[src/pkg/fsce_pkg.sv]
// package for the fail-safe clock exit controller
package fsce_pkg;

  // oscillator mode selected by the configuration setting
  typedef enum logic [1:0] {
    FSCE_MODE_DIRECT,
    FSCE_MODE_OST,
    FSCE_MODE_PLL,
    FSCE_MODE_INTERNAL
  } fsce_mode_t;

  // system clock source selector
  typedef enum logic [0:0] {
    FSCE_SRC_INTERNAL,
    FSCE_SRC_PRIMARY
  } fsce_src_t;

  // controller states
  typedef enum logic [1:0] {
    FSCE_ST_STARTUP,
    FSCE_ST_PRIMARY,
    FSCE_ST_FAILSAFE
  } fsce_state_t;

  // register offsets (byte addresses)
  localparam logic [7:0] FSCE_OFF_CONTROL = 8'h00;
  localparam logic [7:0] FSCE_OFF_STATUS  = 8'h04;

  // oscillator control register field layout
  localparam int FSCE_CTL_W        = 8;
  localparam int FSCE_BIT_STARTUP  = 3;
  localparam int FSCE_BIT_FAILSAFE = 4;
  localparam int FSCE_BIT_SRC      = 0;
  localparam logic [FSCE_CTL_W-1:0] FSCE_CTL_RESET = 8'h00;
  localparam logic [FSCE_CTL_W-1:0] FSCE_CTL_WMASK = 8'h73;

  // start-up delays, in cycles
  localparam int FSCE_OST_CYCLES  = 1024;
  localparam int FSCE_PLL_TIME_US = 2;
  localparam int FSCE_CLK_MHZ     = 125;
  localparam int FSCE_PLL_CYCLES  = FSCE_PLL_TIME_US * FSCE_CLK_MHZ;
  // peripheral clock monitor: idle cycles before clock is deemed stopped
  localparam int FSCE_MON_CYCLES  = 64;
  localparam int FSCE_CNT_W       = 16;

  // grouped oscillator status
  typedef struct packed {
    logic      failsafe;
    logic      startup_done;
    logic      monitor_on;
    fsce_src_t src;
  } fsce_status_t;

endpackage

[src/logic/fsce_ctrl.sv]
// fail-safe clock exit controller with apb register access
`timescale 1ns/1ps
`default_nettype none
module fsce_ctrl #(
  parameter int OST_CYCLES = fsce_pkg::FSCE_OST_CYCLES,
  parameter int PLL_CYCLES = fsce_pkg::FSCE_PLL_CYCLES,
  parameter int MON_CYCLES = fsce_pkg::FSCE_MON_CYCLES
) (
  input  wire logic                       clk_i,
  input  wire logic                       reset_i,
  input  wire fsce_pkg::fsce_mode_t       osc_mode_i,
  input  wire logic                       primary_ready_i,
  input  wire logic                       periph_clk_tick_i,
  input  wire logic                       sleep_exec_i,
  input  wire logic                       psel_i,
  input  wire logic                       penable_i,
  input  wire logic                       pwrite_i,
  input  wire logic [7:0]                 paddr_i,
  input  wire logic [31:0]                pwdata_i,
  output logic      [31:0]                prdata_o,
  output logic                            pready_o,
  output logic                            pslverr_o,
  output logic                            primary_enable_o,
  output fsce_pkg::fsce_src_t             clk_sel_o,
  output logic                            failsafe_o,
  output logic                            monitor_on_o
);

  // ----------------------------------------------------------------
  // state
  // ----------------------------------------------------------------
  fsce_pkg::fsce_state_t state, next_state;
  logic [fsce_pkg::FSCE_CNT_W-1:0] dly_cnt, next_dly_cnt;
  logic [fsce_pkg::FSCE_CNT_W-1:0] mon_cnt, next_mon_cnt;
  logic [fsce_pkg::FSCE_CTL_W-1:0] ctl, next_ctl;
  logic [fsce_pkg::FSCE_CTL_W-1:0] ctl_pend, next_ctl_pend;
  logic                            ctl_written, next_ctl_written;
  logic                            startup_done, next_startup_done;
  logic                            wr_fire, rd_fire;
  logic [fsce_pkg::FSCE_CNT_W-1:0] dly_target;
  logic                            delay_done, clock_lost, pm_entry;
  logic [31:0]                     next_prdata;
  logic                            next_pready, next_pslverr;
  fsce_pkg::fsce_status_t          stat;

  // ----------------------------------------------------------------
  // apb handshake and start-up decode
  // ----------------------------------------------------------------
  // apb: one wait state, answer is registered in the access phase
  assign wr_fire = psel_i & penable_i & pwrite_i & ~pready_o;
  assign rd_fire = psel_i & penable_i & ~pwrite_i & ~pready_o;

  // delay required by the configured oscillator mode
  always_comb
  begin
    case (osc_mode_i)
      fsce_pkg::FSCE_MODE_OST: dly_target = fsce_pkg::FSCE_CNT_W'(OST_CYCLES);
      fsce_pkg::FSCE_MODE_PLL: dly_target = fsce_pkg::FSCE_CNT_W'(OST_CYCLES + PLL_CYCLES);
      default:                 dly_target = '0;
    endcase
  end

  // ----------------------------------------------------------------
  // exit and timeout conditions
  // ----------------------------------------------------------------
  assign delay_done = (dly_cnt >= dly_target) & primary_ready_i;
  assign clock_lost = (mon_cnt >= fsce_pkg::FSCE_CNT_W'(MON_CYCLES));
  assign pm_entry   = sleep_exec_i & ctl_written;

  // ----------------------------------------------------------------
  // controller next state
  // ----------------------------------------------------------------
  always_comb
  begin
    next_state        = state;
    next_dly_cnt      = dly_cnt;
    next_mon_cnt      = mon_cnt;
    next_startup_done = startup_done;
    case (state)
      fsce_pkg::FSCE_ST_STARTUP:
      begin
        // run from internal oscillator while waiting; may wait forever
        if (dly_cnt != {fsce_pkg::FSCE_CNT_W{1'b1}})
          next_dly_cnt = dly_cnt + 1'b1;
        if (delay_done)
        begin
          next_state        = fsce_pkg::FSCE_ST_PRIMARY;
          next_startup_done = 1'b1;
          next_mon_cnt      = '0;
        end
      end
      fsce_pkg::FSCE_ST_PRIMARY:
      begin
        // monitor counts cycles without a peripheral clock tick
        if (periph_clk_tick_i)
          next_mon_cnt = '0;
        else if (!clock_lost)
          next_mon_cnt = mon_cnt + 1'b1;
        if (clock_lost)
        begin
          next_state        = fsce_pkg::FSCE_ST_FAILSAFE;
          next_startup_done = 1'b0;
        end
      end
      default:
      begin
        // only sleep after a control write leaves fail-safe; reset is handled below
        if (pm_entry)
        begin
          next_state        = fsce_pkg::FSCE_ST_PRIMARY;
          next_startup_done = 1'b1;
          next_mon_cnt      = '0;
        end
      end
    endcase
  end

  // ----------------------------------------------------------------
  // register file next values
  // ----------------------------------------------------------------
  always_comb
  begin
    next_ctl         = ctl;
    next_ctl_pend    = ctl_pend;
    next_ctl_written = ctl_written;
    next_prdata      = prdata_o;
    next_pready      = 1'b0;
    next_pslverr     = 1'b0;
    stat.failsafe     = (state == fsce_pkg::FSCE_ST_FAILSAFE);
    stat.startup_done = startup_done;
    stat.monitor_on   = (state == fsce_pkg::FSCE_ST_PRIMARY);
    stat.src          = clk_sel_o;
    // sleep commits the pending write; a write in the same cycle stays pending
    if (pm_entry)
    begin
      next_ctl         = ctl_pend;
      next_ctl_written = 1'b0;
    end
    if (psel_i & penable_i & ~pready_o)
      next_pready = 1'b1;
    if (wr_fire)
    begin
      if (paddr_i == fsce_pkg::FSCE_OFF_CONTROL)
      begin
        // written value held aside until sleep commits it
        next_ctl_pend    = pwdata_i[fsce_pkg::FSCE_CTL_W-1:0] & fsce_pkg::FSCE_CTL_WMASK;
        next_ctl_written = 1'b1;
      end
      else if (paddr_i != fsce_pkg::FSCE_OFF_STATUS)
        next_pslverr = 1'b1;
    end
    else if (rd_fire)
    begin
      next_prdata = '0;
      if (paddr_i == fsce_pkg::FSCE_OFF_CONTROL)
      begin
        next_prdata[fsce_pkg::FSCE_CTL_W-1:0] = ctl;
        next_prdata[fsce_pkg::FSCE_BIT_STARTUP]  = startup_done;
        next_prdata[fsce_pkg::FSCE_BIT_FAILSAFE] = stat.failsafe;
      end
      else if (paddr_i == fsce_pkg::FSCE_OFF_STATUS)
        next_prdata[$bits(stat)-1:0] = stat;
      else
        next_pslverr = 1'b1;
    end
  end

  // ----------------------------------------------------------------
  // registers
  // ----------------------------------------------------------------
  always_ff @(posedge clk_i)
  begin
    if (reset_i)
    begin
      // reset ends fail-safe and restarts the primary oscillator
      state            <= fsce_pkg::FSCE_ST_STARTUP;
      dly_cnt          <= '0;
      mon_cnt          <= '0;
      startup_done     <= 1'b0;
      ctl              <= fsce_pkg::FSCE_CTL_RESET;
      ctl_pend         <= fsce_pkg::FSCE_CTL_RESET;
      ctl_written      <= 1'b0;
      prdata_o         <= '0;
      pready_o         <= 1'b0;
      pslverr_o        <= 1'b0;
      primary_enable_o <= 1'b0;
      clk_sel_o        <= fsce_pkg::FSCE_SRC_INTERNAL;
      failsafe_o       <= 1'b0;
      monitor_on_o     <= 1'b0;
    end
    else
    begin
      state            <= next_state;
      dly_cnt          <= next_dly_cnt;
      mon_cnt          <= next_mon_cnt;
      startup_done     <= next_startup_done;
      ctl              <= next_ctl;
      ctl_pend         <= next_ctl_pend;
      ctl_written      <= next_ctl_written;
      prdata_o         <= next_prdata;
      pready_o         <= next_pready;
      pslverr_o        <= next_pslverr;
      primary_enable_o <= (next_state != fsce_pkg::FSCE_ST_FAILSAFE);
      clk_sel_o        <= (next_state == fsce_pkg::FSCE_ST_PRIMARY)
                          ? fsce_pkg::FSCE_SRC_PRIMARY
                          : fsce_pkg::FSCE_SRC_INTERNAL;
      failsafe_o       <= (next_state == fsce_pkg::FSCE_ST_FAILSAFE);
      monitor_on_o     <= (next_state == fsce_pkg::FSCE_ST_PRIMARY);
    end
  end

endmodule
`default_nettype wire

[config.mk]
export PLATFORM = sky130hd
export DESIGN_NAME = fsce_ctrl
export DESIGN_NICKNAME = d
export VERILOG_FILES = /design/src/pkg/fsce_pkg.sv /design/src/logic/fsce_ctrl.sv
export SDC_FILE = /design/constraint.sdc
export NUM_CORES = 1
export LEC_CHECK = 0
export ABC_AREA = 1
export BUFFER_PORTS_ARGS = -buffer_cell sky130_fd_sc_hd__buf_4
export CORE_MARGIN = 5
export CORE_UTILIZATION = 45
export DETAILED_ROUTE_END_ITERATION = 10
export PLACE_DENSITY_LB_ADDON = 0.3
export SLEW_MARGIN = 0
export SYNTH_ARGS = -nofsm -noshare
export SYNTH_HDL_FRONTEND = slang
export SYNTH_SLANG_ARGS = --single-unit
[constraint.sdc]
create_clock -name clk_i -period 2.5 [get_ports clk_i]
set_clock_uncertainty 0.2 [all_clocks]
set_input_delay 0 -clock clk_i [delete_from_list [all_inputs] [get_ports clk_i]]
set_output_delay 0 -clock clk_i [all_outputs]
set_load 0.05 [all_outputs]
; Word level (Yosys, flattened, before mapping)
; Cells that the tools add are included.
[op_classes]
addsub = 2
n_lt_le_gt_ge = 2
n_eq_ne = 13
muxes = 28
bitwise_logic = 11
n_reduce_logical = 8
[ops]
columns = cell, n
row1 = two-way mux 16 bit, 4
row2 = adder 16 x 1 -> 16 bit (second input constant), 2
row3 = one-hot mux 16 bit (2 select lines), 1
row4 = one-hot mux 11 bit (2 select lines), 1
row5 = greater-or-equal comparator 16 bit, 1
row6 = greater-or-equal comparator 16 x 7 -> 1 bit (second input constant), 1
row7 = != test 16 bit (second input constant), 1
row8 = two-way mux 1 bit, 14
row9 = bitwise AND 1 bit, 8
row10 = == test 8 x 3 -> 1 bit (second input constant), 1
row11 = zero test 8 bit, 1
row12 = two-way mux 4 bit, 2
row13 = != test 8 x 3 -> 1 bit (second input constant), 1
row14 = == test 2 x 1 -> 1 bit (second input constant), 3
row15 = == test 2 bit (second input constant), 3
row16 = two-way mux 2 bit, 3
row17 = != test 2 bit (second input constant), 3
row18 = AND reduction 2 bit, 3
row19 = AND reduction 3 bit, 2
row20 = one-hot mux 2 bit (2 select lines), 1
row21 = two-way mux 3 bit, 1
row22 = != test 3 bit (second input constant), 1
row23 = NOT 1 bit, 3
row24 = nonzero test 3 bit, 1
row25 = other kinds (2), 2
[totals]
register_bits = 60
input_bits = 50
output_inout_bits = 38
word_cells = 78

; Logic depth before layout (Yosys ltp)
[depth]
word_depth = 8
depth_mapped = 18
ltp_nobuf = 17

; Worst setup path after synthesis
; No wires, ideal clock.
[synth_path]
path_type = register -> register
start = register dly_cnt[10] (netlist bit)
end = register mon_cnt[0] (netlist bit)
setup_ns = 0.113
t_arrival_ns = 1.537
t_required_ns = 2.187
slack_ns = 0.650
path_stages_with_launch = 11
path_buffers = 1
synth_period_minus_slack_ns = 1.850
path_cell_list = dfxtp_1 -> ha_1 -> nand2_1 -> nor2_1 -> nor4_1 -> nand2_2 -> nand3_4 -> nand2_4 -> buf_12 -> a21oi_2 -> nor2_1
[synth_via]
elab_chain_len = 4
[synth_lines]
columns = element, line_no
row1 = "start, declared", fsce_ctrl.sv:33  ; logic [fsce_pkg::FSCE_CNT_W-1:0] dly_cnt, next_dly_cnt;
row2 = "start signal, assigned", fsce_ctrl.sv:194  ; dly_cnt <= next_dly_cnt;
row3 = greater-or-equal comparator 16 bit, fsce_ctrl.sv:66  ; assign delay_done = (dly_cnt >= dly_target) & primary_ready_i;
row4 = bitwise AND 1 bit, fsce_ctrl.sv:66
row5 = != test 2 bit (no line), --
row6 = AND reduction 3 bit (no line), --
row7 = "end signal, assigned", fsce_ctrl.sv:195  ; mon_cnt <= next_mon_cnt;
row8 = "end, declared", fsce_ctrl.sv:34  ; logic [fsce_pkg::FSCE_CNT_W-1:0] mon_cnt, next_mon_cnt;
; No other way between the ends.
; A chain may end at the register's enable or synchronous reset.

; Worst setup path in the final report
[layout_path]
start = register dly_cnt[1] (netlist bit)
end = register startup_done
[layout_via]
elab_chain_len = 4
[layout_lines]
columns = element, line_no
row1 = greater-or-equal comparator 16 bit, fsce_ctrl.sv:66
row2 = bitwise AND 1 bit, fsce_ctrl.sv:66
row3 = != test 2 bit (no line), --
row4 = AND reduction 3 bit (no line), --
row5 = "end signal, assigned", fsce_ctrl.sv:196  ; startup_done <= next_startup_done;
row6 = "end, declared", fsce_ctrl.sv:38  ; logic startup_done, next_startup_done;
; No other way between the ends.

==> impl_metrics.toml <==
[cts]
htree_levels = 2
max-clock-path-buffers = 2
cts_made_buffers = 5
cts_tree = "done"
ctsRootBufferMaster = "clkbuf_8"
clock_latency_ns = 0.31
path_clk_slew_ns = 0.09
post_cts_buffers = 0
clock_sinks = 56

[sta]
finalSetupViolations = 0
slew_viol_final = 0
rsz0062_at_grt = "true"
hold_viol_final = 0
fin_crit_sh = 0.9549
worst_hold_slack_ns = 0.02052
min_period_ns = 2.387
fin_ws_ns = 0.1128
clock.fmax_ghz = 0.4189

[logic_synthesis]
synth_top_area_cell = "dfxtp_1"
ys_warn_count = 0
synth_top_area_share = 0.3733
synth.distinct_cells = 40
avgSynthCellArea_um2 = 7.289
ys_ff_latch = 56
synth.area.top_cells = "dfxtp_1 37%, nand2_1 9.9%, nor2_1 7.1%, buf_4 6.5%, inv_1 5.5%"
syn_area_um2 = 3003
synth_cells = 412
ys_seq_area_frac = 0.3733

[floorplanning]
die_w_um = 91.69
num_rows = 29
die_area_um2 = 8407
core_um2 = 6422
die_h_um = 91.69
start_util = 0.4676
io_pins = 88

[setup_path]
cpMaxStageDelayCell = "dlygate4sd3_1"
timing.rr.start = "dly_cnt[1]$_SDFFE_PP0P_"
worstPathCellList = "inv_1 > ha_1 > nand2_1 > nand2_1 > nand2_1 > nand2_1 > nand2_1 > nand2_1 > nand2_1 > nand2_2 > nand3_4 > nand2_8 > nand2_4 > a21oi_2 > dlygate4sd3_1"
critPathKind = "flop to flop"
r2r_setup_slack_ns = 0.11
rr_worst_depth = 15
cp.arrival_ns = 2.44
path_common_cell = "nand2_1"
crit_family = "simple AND/OR/NAND/NOR gates"
path_buf_inv = 2
required_ns = 2.55
crit_fanout = 16
end_kind = "flop"
worstReg2RegEnd = "startup_done$_SDFFE_PP0P_"
cpPeakStageDelay_ns = 0.54
cp-start-kind = "flop"

[placement]
hpwl_mm = 4.347
portBuffers = 34
post-place-ws_ns = 0.2434
gp_congestion = 0.8209

[drt]
first_pass_iters = 4
vias = 2576
finalWirelength_mm = 5.995
ant_nets = 0
post-route-drc-count = 0
viasPerCell = 4.770
drtIter0Drc = 75
wl_per_cell_um = 11.10

[global_route]
grt_max_degree = 22
grt_overflow = 0
grt_antenna_before_repair = 0
busiest_layer = "met2"
grt_pass1_wl_mm = 10.27
met2_usage = 0.2422
grt_pass1_vias = 2451
gr-usage-met3 = 0.02782
grt_use_met1 = 0.1828
track_usage = 0.1444

[layout]
areaGrowthSynthToFinish_pct = 17.00
nNetsFinal = 522
antennaDiodeCount = 0
drive_gt1_frac = 0.1728
post-route-util = 0.5470

[min_path]
min_from = "paddr_i[4]"
holdCritPathClass = "input pin to flop"
whs_path_depth = 8
holdPathEnd = "prdata_o[1]$_SDFFE_PP0P_"

[pwr]
p_per_area_nw_per_um2 = 507.7
vdd.ir_drop.worst_mv = 0.3142
finalPower_mw = 1.784
p_leak_nw = 1.521

[status]
status = "completed"

[flow_run]
maxCapViolations = 0
## layer usage
| layer | part of all wire | wire [um] |
|---|---|---|
| met1 | 0.48 | 2851 |
| met4 | 0.026 | 154 |
| met5 | 0 | 0 |
| met2 | 0.46 | 2761 |
| met3 | 0.038 | 228 |
## synth_stat cells (all sizes together)
master / instances
o311ai: 1
a31oi: 1
o21ai: 21
conb: 1
a21oi: 31
or2: 4
and3: 1
nor2: 63
inv: 47
nand2: 85
nand4: 6
ha: 10
buf: 30
nor4: 7
o211ai: 2
xnor2: 2
nor3: 5
xor2: 2
dfxtp: 56
or3b: 1
nand3: 29
o21bai: 3
clkbuf: 4
## through the flow
stage	cell area [um^2]	std cells	TNS [ns]
after floorplan	3093	436	0
after global placement	3199	514	0
after CTS	3487	540	0
after global routing	3513	540	-0.04624
final	3513	540	0
after detailed placement	3199	514	0
## worst max-delay path by stage
stage                             start                   endpoint  slack, ns  cells after the start
3_5_place_dp              osc_mode_i[0]   mon_cnt[13]$_SDFFE_PP0P_       0.24                     16
2_1_floorplan  dly_cnt[10]$_SDFFE_PP0P_    mon_cnt[0]$_SDFFE_PP0P_       0.65                     10
6_report        dly_cnt[1]$_SDFFE_PP0P_  startup_done$_SDFFE_PP0P_       0.11                     15
5_1_grt        dly_cnt[10]$_SDFFE_PP0P_  startup_done$_SDFFE_PP0P_      -0.05                     10
3_3_place_gp              osc_mode_i[0]   mon_cnt[13]$_SDFFE_PP0P_       0.29                     16
4_1_cts                      paddr_i[3]   prdata_o[5]$_SDFFE_PP0P_      0.004                      7
## timing repair
| item | 4_1_cts | 5_1_grt |
|---|---|---|
| hold buffers | 18 | 0 |
| resized for setup | 0 | 7 |
| endpoints found under the setup margin | 0 | 3 |
| hold endpoints to repair | 40 | 0 |
## worst reg2reg max path, stage by stage (launching register included)
cell and delay (ns):
dfxtp_2 0.35, inv_1 0.05, ha_1 0.27, nand2_1 0.05
nand2_1 0.06, nand2_1 0.05, nand2_1 0.06, nand2_1 0.04
nand2_1 0.07, nand2_1 0.06, nand2_2 0.11, nand3_4 0.11
nand2_8 0.16, nand2_4 0.06, a21oi_2 0.12, dlygate4sd3_1 0.54
## sequential cells by signal (all words and copies together) (netlist names), 2 cells and up
name / flops
dly_cnt: 16
mon_cnt: 16
prdata_o: 7
ctl: 4
ctl_pend: 4
state: 2
## final cells by class
| class | instances | area [um^2] |
|---|---|---|
| Clock inverter | 2 | 35.03 |
| Tap cell | 77 | 96.34 |
| Sequential cell | 56 | 1124 |
| Fill cell | 623 | 2909 |
| Inverter | 47 | 176.4 |
| Multi-Input combinational cell | 299 | 1564 |
| Timing Repair Buffer | 53 | 445.4 |
| Clock buffer | 6 | 72.57 |
## power by group
part	total (mW)	switching, mW	internal, mW
Combinational	0.279	0.194	0.0857
Sequential	0.926	0.0162	0.910
Clock	0.578	0.281	0.298
Total	1.78	0.490	1.29
## cell families (layout without fill, tap and decap cells)
kind of cell             count (synthesis)  after routing  synth area share
AND/OR/NAND/NOR                        201            201            0.3088
other                                    1             25          0.001249
adder cells (fa/ha/maj)                 10             10           0.04167
flip-flops                              56             56            0.3733
AO/OA/AOI/OAI                           59             59            0.1204
XOR/XNOR                                 4              4           0.01167
buffers and inverters                   81            108            0.1429
## cell usage in the layout, fill, tap and decap left out, types with 2 or more instances in the layout
master / synthesis / routed
xor2_1: 2 / 2
inv_1: 44 / 44
dfxtp_2: 0 / 2
o21bai_1: 3 / 3
o211ai_1: 2 / 2
or2_2: 2 / 2
nand2_1: 79 / 79
dlygate4sd3_1: 0 / 17
inv_2: 3 / 3
o21ai_0: 17 / 17
nor2_2: 5 / 4
nor3_1: 4 / 4
o21ai_1: 3 / 3
a21oi_2: 12 / 12
nand2_2: 4 / 4
conb_1: 1 / 25
a21oi_1: 19 / 19
nor2_4: 1 / 2
dfxtp_1: 56 / 54
nor4_1: 6 / 5
nand4_1: 6 / 6
xnor2_1: 2 / 2
nand3_1: 28 / 28
ha_1: 10 / 10
nor2_1: 57 / 57
clkbuf_8: 0 / 5
buf_4: 26 / 35
No activity file was read; power rests on OpenSTA's default activity.
